===== src/fqrb_map.svh =====
/*
 * register offsets, field positions, reset values and timing counts of the
 * frame queue and receive breakpoint block.
 * assumes a 50 MHz system clock and AHB-Lite word accesses only.
 */
// Contract
// - bus access completes in 4-5 ring periods
// - system and ring timing kept apart, crossed inside; here one clock, ring as a CLK_SYS tick
// - device never changes limit values itself
// - pointer read on memory bus, lowest priority
// - one request object granted per token
// - transmit-end class writes confirmation descriptor
// - token ends opportunity, breakpoint if frames seen
// - burst change in addresses/info/channel breaks
// - frame count threshold breaks, one means every
// - frame counter cleared per opportunity and burst
// - host enables each interrupt source individually
// - status masked by notify, ORed to interrupt
`ifndef FQRB_MAP_SVH
`define FQRB_MAP_SVH

// ---------------------------------------------------------------
// register byte offsets
// ---------------------------------------------------------------
`define FQRB_OFF_CTRL 8'h00
`define FQRB_OFF_THRESH 8'h04
`define FQRB_OFF_STATUS 8'h08
`define FQRB_OFF_CLEAR 8'h0c
`define FQRB_OFF_NOTIFY 8'h10
`define FQRB_OFF_LIM_SEL 8'h14
`define FQRB_OFF_LIM_VAL 8'h18
`define FQRB_OFF_PTR_REQ 8'h1c
`define FQRB_OFF_PTR_VAL 8'h20

// ---------------------------------------------------------------
// fields
// ---------------------------------------------------------------
`define FQRB_CTRL_BOS 0
`define FQRB_CTRL_BOB 1
`define FQRB_CTRL_BOT 2
`define FQRB_CTRL_TEND 3
`define FQRB_ST_CNF 4
`define FQRB_ST_PTR 5
`define FQRB_PTR_BUSY 31
`define FQRB_CTRL_RST 4'h0
`define FQRB_THR_RST 8'h01

// ---------------------------------------------------------------
// timing: ring tick derived from the system clock
// ---------------------------------------------------------------
`define FQRB_SYS_PERIOD_NS 20
`define FQRB_RING_PERIOD_NS 80
`define FQRB_RING_DIV (`FQRB_RING_PERIOD_NS / `FQRB_SYS_PERIOD_NS)
`define FQRB_ACC_TICKS 5

`endif


===== src/fqrb_pkg.sv =====
/*
 * types shared by the frame queue and receive breakpoint block.
 * assumes nothing of its surroundings.
 */
package fqrb_pkg;
	typedef enum logic [0:0] {BUS_IDLE = 1'b0, BUS_WAIT = 1'b1} fqrb_bus_e;
	typedef enum logic [0:0] {MEM_IDLE = 1'b0, MEM_BUSY = 1'b1} fqrb_mem_e;
	typedef enum logic [0:0] {OWN_CNF = 1'b0, OWN_PTR = 1'b1} fqrb_own_e;
endpackage


===== src/fqrb_top.sv =====
/*
 * frame queue control and receive breakpoint batching: AHB-Lite register
 * slave paced by a ring tick, limit table, pointer reads and confirmation
 * writes on a shared memory bus, token grants, breakpoint rules, interrupt.
 * assumes ring-side inputs synchronous to CLK_SYS and one frame engine
 * that owns the memory bus while granted.
 */
`timescale 1ns/1ps
`include "fqrb_map.svh"

module fqrb_top
	import fqrb_pkg::*;
#(
	parameter int NQ = 8,
	parameter int NCH = 4,
	parameter logic [31:0] PTR_BASE = 32'h0000_0000,
	parameter logic [31:0] CNF_BASE = 32'h0000_1000
) (
	input wire logic CLK_SYS, // system clock
	input wire logic RSTN, // async reset, low
	input wire logic HSEL, // slave select
	input wire logic [31:0] HADDR, // byte address
	input wire logic [1:0] HTRANS, // transfer type
	input wire logic HWRITE, // write when high
	input wire logic [2:0] HSIZE, // word only
	input wire logic HREADY, // bus ready in
	input wire logic [31:0] HWDATA, // write data
	output logic [31:0] HRDATA, // read data
	output logic HREADYOUT, // slave ready
	output logic HRESP, // always okay
	input wire logic RX_FRAME_END, // frame received pulse
	input wire logic [1:0] RX_CHAN, // receive channel
	input wire logic [47:0] RX_DA, // destination address
	input wire logic [47:0] RX_SA, // source address
	input wire logic [31:0] RX_INFO4, // first info octets
	input wire logic TOKEN_SEEN, // other station's opportunity end
	input wire logic TOKEN_CAPTURED, // our token opportunity
	input wire logic TX_OBJ_PENDING, // request object queued
	output logic TX_GRANT, // object may transmit
	input wire logic TX_OBJ_DONE, // request object completed
	input wire logic [7:0] TX_OBJ_UID, // its identifier
	input wire logic FRAME_MEM_REQ, // frame engine wants bus
	output logic FRAME_MEM_GNT, // frame engine owns bus
	output logic MEM_VALID, // own memory access
	output logic MEM_WRITE, // write when high
	output logic [31:0] MEM_ADDR, // byte address
	output logic [31:0] MEM_WDATA, // write data
	input wire logic MEM_READY, // access done
	input wire logic [31:0] MEM_RDATA, // read data
	output logic IRQ // level interrupt
);

	localparam int QW = $clog2(NQ);

	// one-hot of a receive channel
	function automatic logic [NCH-1:0] chan_bit(input logic [1:0] ch);
		chan_bit = '0;
		chan_bit[ch] = 1'b1;
	endfunction

	// ---------------------------------------------------------------
	// ring tick: free-running divider standing in for the ring clock
	// ---------------------------------------------------------------
	logic [1:0] div_q;
	logic ring_tick;
	assign ring_tick = (div_q == 2'(`FQRB_RING_DIV - 1));

	// the ring timing lives in this tick, so no second clock needs crossing
	always_ff @(posedge CLK_SYS or negedge RSTN) begin
		if (!RSTN) begin
			div_q <= 2'h0;
		end else begin
			div_q <= ring_tick ? 2'h0 : div_q + 2'h1;
		end
	end

	// ---------------------------------------------------------------
	// AHB-Lite slave: address captured, data phase stretched by ticks
	// ---------------------------------------------------------------
	fqrb_bus_e bus_q;
	logic [7:0] adr_q;
	logic wr_q;
	logic [2:0] tick_q;
	logic done;
	logic [31:0] rdata;
	assign done = (bus_q == BUS_WAIT) && ring_tick && (tick_q == 3'(`FQRB_ACC_TICKS - 1));
	assign HREADYOUT = (bus_q == BUS_IDLE);
	assign HRESP = 1'b0;

	// every access waits five ring ticks, i.e. 17 to 20 system cycles
	always_ff @(posedge CLK_SYS or negedge RSTN) begin
		if (!RSTN) begin
			bus_q <= BUS_IDLE;
			adr_q <= 8'h00;
			wr_q <= 1'b0;
			tick_q <= 3'h0;
		end else if (bus_q == BUS_IDLE) begin
			if (HSEL && HTRANS[1] && HREADY) begin
				bus_q <= BUS_WAIT;
				adr_q <= HADDR[7:0];
				wr_q <= HWRITE;
				tick_q <= 3'h0;
			end
		end else if (done) begin
			bus_q <= BUS_IDLE;
		end else if (ring_tick) begin
			tick_q <= tick_q + 3'h1;
		end
	end

	logic wr_now;
	assign wr_now = done && wr_q;

	// ---------------------------------------------------------------
	// software registers
	// ---------------------------------------------------------------
	logic [3:0] ctrl_q;
	logic [7:0] thr_q;
	logic [5:0] notify_q;
	logic [QW-1:0] lim_sel_q;
	logic [15:0] lim_q [NQ];
	logic [QW-1:0] ptr_idx_q;
	logic ptr_pend_q;
	logic [31:0] ptr_val_q;
	logic [5:0] status_q;

	// config written only by the host
	always_ff @(posedge CLK_SYS or negedge RSTN) begin
		if (!RSTN) begin
			ctrl_q <= `FQRB_CTRL_RST;
			thr_q <= `FQRB_THR_RST;
			notify_q <= 6'h00;
			lim_sel_q <= '0;
		end else if (wr_now) begin
			if (adr_q == `FQRB_OFF_CTRL) ctrl_q <= HWDATA[3:0];
			if (adr_q == `FQRB_OFF_THRESH) thr_q <= HWDATA[7:0];
			if (adr_q == `FQRB_OFF_NOTIFY) notify_q <= HWDATA[5:0];
			if (adr_q == `FQRB_OFF_LIM_SEL) lim_sel_q <= HWDATA[QW-1:0];
		end
	end

	// limit table: no internal path ever writes it
	always_ff @(posedge CLK_SYS or negedge RSTN) begin
		if (!RSTN) begin
			for (int i = 0; i < NQ; i++) lim_q[i] <= 16'h0000;
		end else if (wr_now && adr_q == `FQRB_OFF_LIM_VAL) begin
			lim_q[lim_sel_q] <= HWDATA[15:0];
		end
	end

	// read mux; unmapped offsets read zero
	always_comb begin
		rdata = 32'h0000_0000;
		unique case (adr_q)
			`FQRB_OFF_CTRL: rdata[3:0] = ctrl_q;
			`FQRB_OFF_THRESH: rdata[7:0] = thr_q;
			`FQRB_OFF_STATUS: rdata[5:0] = status_q;
			`FQRB_OFF_NOTIFY: rdata[5:0] = notify_q;
			`FQRB_OFF_LIM_SEL: rdata[QW-1:0] = lim_sel_q;
			`FQRB_OFF_LIM_VAL: rdata[15:0] = lim_q[lim_sel_q];
			`FQRB_OFF_PTR_REQ: rdata[QW-1:0] = ptr_idx_q;
			`FQRB_OFF_PTR_VAL: begin
				rdata = ptr_val_q;
				rdata[`FQRB_PTR_BUSY] = ptr_pend_q;
			end
			default: rdata = 32'h0000_0000;
		endcase
	end

	// read data held from the completing edge
	always_ff @(posedge CLK_SYS or negedge RSTN) begin
		if (!RSTN) HRDATA <= 32'h0000_0000;
		else if (done && !wr_q) HRDATA <= rdata;
	end

	// ---------------------------------------------------------------
	// memory bus: frame data first, confirmations, pointer reads last
	// ---------------------------------------------------------------
	fqrb_mem_e mem_q;
	fqrb_own_e own_q;
	logic cnf_pend_q;
	logic [7:0] cnf_uid_q;
	logic [QW-1:0] cnf_ptr_q;
	logic cnf_take, ptr_take, cnf_fin, ptr_fin, ptr_req;
	assign ptr_req = wr_now && adr_q == `FQRB_OFF_PTR_REQ;
	assign cnf_take = (mem_q == MEM_IDLE) && !FRAME_MEM_REQ && cnf_pend_q;
	assign ptr_take = (mem_q == MEM_IDLE) && !FRAME_MEM_REQ && !cnf_pend_q && ptr_pend_q;
	assign cnf_fin = (mem_q == MEM_BUSY) && MEM_READY && own_q == OWN_CNF;
	assign ptr_fin = (mem_q == MEM_BUSY) && MEM_READY && own_q == OWN_PTR;

	// single outstanding access; the frame engine is granted while we idle
	always_ff @(posedge CLK_SYS or negedge RSTN) begin
		if (!RSTN) begin
			mem_q <= MEM_IDLE;
			own_q <= OWN_CNF;
			FRAME_MEM_GNT <= 1'b0;
			MEM_VALID <= 1'b0;
			MEM_WRITE <= 1'b0;
			MEM_ADDR <= 32'h0000_0000;
			MEM_WDATA <= 32'h0000_0000;
		end else if (mem_q == MEM_IDLE) begin
			FRAME_MEM_GNT <= FRAME_MEM_REQ;
			if (cnf_take) begin
				mem_q <= MEM_BUSY;
				own_q <= OWN_CNF;
				MEM_VALID <= 1'b1;
				MEM_WRITE <= 1'b1;
				MEM_ADDR <= CNF_BASE + {cnf_ptr_q, 2'b00};
				MEM_WDATA <= {24'h000000, cnf_uid_q};
			end else if (ptr_take) begin
				mem_q <= MEM_BUSY;
				own_q <= OWN_PTR;
				MEM_VALID <= 1'b1;
				MEM_WRITE <= 1'b0;
				MEM_ADDR <= PTR_BASE + {ptr_idx_q, 2'b00};
			end
		end else if (MEM_READY) begin
			mem_q <= MEM_IDLE;
			MEM_VALID <= 1'b0;
		end
	end

	// pointer read request and result; a new request while busy is dropped
	always_ff @(posedge CLK_SYS or negedge RSTN) begin
		if (!RSTN) begin
			ptr_idx_q <= '0;
			ptr_pend_q <= 1'b0;
			ptr_val_q <= 32'h0000_0000;
		end else begin
			if (ptr_req && !ptr_pend_q) begin
				ptr_idx_q <= HWDATA[QW-1:0];
				ptr_pend_q <= 1'b1;
			end else if (ptr_fin) begin
				ptr_pend_q <= 1'b0;
			end
			if (ptr_fin) ptr_val_q <= MEM_RDATA;
		end
	end

	// ---------------------------------------------------------------
	// transmit: grant per token, confirmation on completion
	// ---------------------------------------------------------------
	always_ff @(posedge CLK_SYS or negedge RSTN) begin
		if (!RSTN) TX_GRANT <= 1'b0;
		else TX_GRANT <= TOKEN_CAPTURED && TX_OBJ_PENDING;
	end

	// only one confirmation waits; a new completion overwrites its uid
	always_ff @(posedge CLK_SYS or negedge RSTN) begin
		if (!RSTN) begin
			cnf_pend_q <= 1'b0;
			cnf_uid_q <= 8'h00;
			cnf_ptr_q <= '0;
		end else begin
			if (TX_OBJ_DONE && ctrl_q[`FQRB_CTRL_TEND]) begin
				cnf_pend_q <= 1'b1;
				cnf_uid_q <= TX_OBJ_UID;
			end else if (cnf_take) begin
				cnf_pend_q <= 1'b0;
			end
			if (cnf_fin) cnf_ptr_q <= cnf_ptr_q + 1'b1;
		end
	end

	// ---------------------------------------------------------------
	// receive breakpoint rules
	// ---------------------------------------------------------------
	logic [129:0] prev_q;
	logic prev_ok_q;
	logic [1:0] prev_ch_q;
	logic [7:0] cnt_q;
	logic [NCH-1:0] seen_q;
	logic [129:0] cur;
	logic burst;
	logic [7:0] cnt_inc;
	logic [NCH-1:0] seen_all, bp_set;
	assign cur = {RX_DA, RX_SA, RX_INFO4, RX_CHAN};
	assign burst = RX_FRAME_END && prev_ok_q && (cur != prev_q);
	assign cnt_inc = burst ? 8'h01 : cnt_q + 8'h01;
	assign seen_all = seen_q | (RX_FRAME_END ? chan_bit(RX_CHAN) : '0);

	// channel 0 breaks only on opportunity end
	always_comb begin
		bp_set = '0;
		if (ctrl_q[`FQRB_CTRL_BOB] && burst && prev_ch_q != 2'h0) begin
			bp_set = bp_set | chan_bit(prev_ch_q);
		end
		if (ctrl_q[`FQRB_CTRL_BOT] && RX_FRAME_END && RX_CHAN != 2'h0 &&
			thr_q != 8'h00 && cnt_inc >= thr_q) begin
			bp_set = bp_set | chan_bit(RX_CHAN);
		end
		if (ctrl_q[`FQRB_CTRL_BOS] && TOKEN_SEEN) begin
			bp_set = bp_set | seen_all;
		end
	end

	// previous frame, counter and seen channels
	always_ff @(posedge CLK_SYS or negedge RSTN) begin
		if (!RSTN) begin
			prev_q <= '0;
			prev_ok_q <= 1'b0;
			prev_ch_q <= 2'h0;
			cnt_q <= 8'h00;
			seen_q <= '0;
		end else begin
			if (RX_FRAME_END) begin
				prev_q <= cur;
				prev_ok_q <= 1'b1;
				prev_ch_q <= RX_CHAN;
			end
			if (TOKEN_SEEN) begin
				cnt_q <= 8'h00;
				seen_q <= '0;
			end else begin
				seen_q <= seen_all;
				if (RX_FRAME_END) begin
					cnt_q <= (thr_q != 8'h00 && cnt_inc >= thr_q) ? 8'h00 : cnt_inc;
				end
			end
		end
	end

	// ---------------------------------------------------------------
	// attention and interrupt; a set in the clear cycle wins
	// ---------------------------------------------------------------
	logic [5:0] ev_set, ev_clr;
	assign ev_set = {ptr_fin, cnf_fin, bp_set};
	assign ev_clr = (wr_now && adr_q == `FQRB_OFF_CLEAR) ? HWDATA[5:0] : 6'h00;

	always_ff @(posedge CLK_SYS or negedge RSTN) begin
		if (!RSTN) status_q <= 6'h00;
		else status_q <= (status_q & ~ev_clr) | ev_set;
	end

	always_ff @(posedge CLK_SYS or negedge RSTN) begin
		if (!RSTN) IRQ <= 1'b0;
		else IRQ <= |(status_q & notify_q);
	end

endmodule


===== config.mk =====
export PLATFORM = sky130hd
export DESIGN_NAME = fqrb_top
export DESIGN_NICKNAME = d
export VERILOG_FILES = /design/src/fqrb_pkg.sv /design/src/fqrb_top.sv
export VERILOG_INCLUDE_DIRS = /design/src
export SDC_FILE = /design/constraint.sdc
export NUM_CORES = 1
export LEC_CHECK = 0
export ABC_CLOCK_PERIOD_IN_PS = 4350
export BUFFER_PORTS_ARGS = -buffer_cell sky130_fd_sc_hd__buf_2
export CORE_MARGIN = 3
export CORE_UTILIZATION = 45
export DETAILED_ROUTE_END_ITERATION = 16
export PLACE_DENSITY_LB_ADDON = 0.1
export SLEW_MARGIN = 40
export SYNTH_ARGS = -nofsm -noshare
export SYNTH_HDL_FRONTEND = slang
export SYNTH_SLANG_ARGS = --single-unit

===== constraint.sdc =====
create_clock -name CLK_SYS -period 4.35 [get_ports CLK_SYS]
set_clock_uncertainty 0.1 [all_clocks]
set_input_delay 0.6525 -clock CLK_SYS [delete_from_list [all_inputs] [get_ports CLK_SYS]]
set_output_delay 0.6525 -clock CLK_SYS [all_outputs]
set_load 0.03 [all_outputs]

==> metrics.cfg <==
[yosys]
synth_area_per_cell_um2 = 12.7
synth_ff_type = dfrtp_1
synth_edf_count = 0
async_reset_ff_frac = 1.00
synth_area_mm2 = 0.0189
ys_ff_latch = 410
ys_types = 60
synthTopCellsByArea = dfrtp_1 (54%), mux2_2 (20%), xor2_1 (6.0%)
synthCells = 1494
netlist.area_leader.share = 0.541
netlist.top_cell.by_area = dfrtp_1
seq_area_frac_synth = 0.542
yosysWarnings = 0

[drt]
drc_errors = 0
postRouteAntennaNets = 0
wl_per_cell_um = 19.1
routed_wl_mm = 44.3
routed_via_density = 5.34
vias = 12400
drt_iter0_markers = 710
dr.pass1.iters = 5

[layout]
final_cell_mix = dfrtp_1 (409), mux2_2 (331), buf_2 (253)
area_growth_pct = 17.3
nets = 2009
instances_no_fill = 2318
post-route-util = 0.539
final_common_cell = dfrtp_1
drive_gt1_frac = 0.400
fin_area_mm2 = 0.0222

[power_and_ir_drop]
p_leak_nw = 10.6
power_density_mw_per_mm2 = 455
max-vdd-ir-drop_uv = 280

[placement]
gp_congestion = 0.787
dpl.hpwl_mm = 30.3
port_buffers = 255
postPlaceCellArea_mm2 = 0.0206
dpl.cell_count = 2227

[clocking]
root_buffer = clkbuf_16
postCtsSetupRepairBufs = 0
clockBufferDepth = 3
insertion_delay_ns = 0.57
clk_pin_slew_ns = 0.06
cts_tree = done
numCtsBuffers = 46
cts_sinks = 410
h-tree-depth = 2

[timing]
period_share = 0.915
setup_tns_ns = 0
fin_hold_ws_ns = 0.199
rsz0062_at_grt = false
worstMarginPinSlew_ns = 0.800
period_needed_ns = 3.98
slew_violations = 0
finalHoldViolCount = 0
setup-violations-final = 0
slew_headroom = 0.453
max_clock_freq_mhz = 251

[worst_setup_path]
cp-start-kind = flop
critPathTopFamily = simple AND/OR/NAND/NOR gates
cp_max_fo = 7
critical-path-max-stage-delay_ns = 0.46
setup.worst_path.class = reg2reg
crit_path_end_kind = flop
required_ns = 4.76
crit_buf_inv = 2
worst_ep_arrival_time_ns = 4.39
crit_chain = xor2_1 -> nor4_1 -> buf_4 -> nand4_2 -> nor4_4 -> a31oi_2 -> nand2b_4 -> inv_1 -> ha_1 -> nand2b_1 -> a2111oi_0 -> o311ai_1 -> a21oi_1 -> and4_2 -> o22ai_1 -> nand2_1
cp_slowest_cell = a2111oi_0

[global_route]
antenna_found_initial = 17
overflow = 0
grt_pass1_wl_mm = 70.1
groute.usage.overall = 0.199
grt_pass1_vias = 12800
grt_max_degree = 141

[outcome]
status = finished clean

[floorplan]
fp-row-count = 74
coreArea_mm2 = 0.0412
die_area_mm2 = 0.0446
initial_core_util = 0.459
fp.dieH_um = 211
dieWidth_um = 211
ioPinCount = 354

[job]
max-cap-violations = 0

[worst_hold_path]
hold_class = in2reg

[per-layer routing]
layer	up-vias	wire, µm	GRT usage
li1	5758	-	-
met1	6217	19400	0.258
met2	305	20900	0.327
met3	86	2950	0.0581
met4	18	1010	0.0552
met5	-	104	0
[kinds of logic (layout without fill, tap and decap cells)]
family	after synthesis	in the layout	synth area share
other cells	1	60	0.000198
fa+ha+maj	13	13	0.00859
buf+inv	159	392	0.0481
xor+xnor	132	132	0.0611
simple gates	254	254	0.0693
flops	410	410	0.542
mux	333	333	0.198
compound gates	192	192	0.0726
[layout make-up]
class                   count  area [µm²]
fillers                  3590       19000
flip-flops and latches    410       10300
multi-input cells         977        7990
repair buffers            288        1630
clock buffers              71        1370
well taps                 532         666
clock inverters            11         188
inverters                  22        82.6
diodes                      7        17.5
[registers in the layout (all words and copies together), names as in the netlist, 2 cells and up]
register,cells
ptr_val_q,31
lim_q,128
status_q,6
ctrl_q,4
cnt_q,8
div_q,2
prev_q,130
thr_q,8
ptr_idx_q,3
MEM_ADDR,4
adr_q,8
cnf_ptr_q,3
cnf_uid_q,8
HRDATA,32
lim_sel_q,3
seen_q,4
MEM_WDATA,8
tick_q,3
notify_q,6
[synth_stat cells, drive strengths merged (3+ instances only)]
cell / n
a211oi: 3
a21oi: 19
a221oi: 17
a22o: 16
a22oi: 48
a31oi: 18
a32oi: 3
a41o: 4
and2: 10
and3: 14
buf: 83
clkbuf: 54
dfrtp: 409
ha: 13
inv: 22
mux2: 331
nand2: 97
nand2b: 4
nand3: 27
nand3b: 4
nand4: 13
nor2: 30
nor3: 4
nor3b: 3
nor4: 37
o21ai: 29
o21ba: 6
o22ai: 14
o311ai: 4
xnor2: 3
xor2: 129
[path summary, 6_finish.rpt]
check | from | endpoint | slack (ns) | depth (start not counted)
worst max-delay path | prev_q[51] | cnt_q[4] | 0.37 | 16
worst min-delay path | TX_OBJ_PENDING | TX_GRANT | 0.20 | 2
worst max register to register | prev_q[51] | cnt_q[4] | 0.37 | 16
worst min register to register | div_q[0] | div_q[0] | 0.32 | 1
max in group asynchronous | RSTN | thr_q[0] | 2.61 | 4
min in group asynchronous | RSTN | HRDATA[28] | 0.42 | 2
[through the flow]
step	worst slack, ns	total power [mW]
final	0.368	10.1
after global routing	0.0348	10.6
after CTS	0.156	10.3
after detailed placement	-0.225	6.21
after global placement	-0.0539	6.15
after floorplan	0.644	5.68
[timing repair]
item / in CTS / in global routing
hold buffers: 0 / 1
hold endpoints to repair: 0 / 22
setup endpoints to repair: 0 / 7
gates resized for setup: 0 / 2
[where the power goes]
group | total, mW | switching [mW] | leakage (nW) | internal (mW)
sequential | 4.62 | 0.335 | 5.16 | 4.29
clock | 3.99 | 1.53 | 0.763 | 2.45
combinational | 1.51 | 0.831 | 4.66 | 0.679
total | 10.1 | 2.70 | 10.6 | 7.41
No activity file was read; power rests on OpenSTA's default activity.
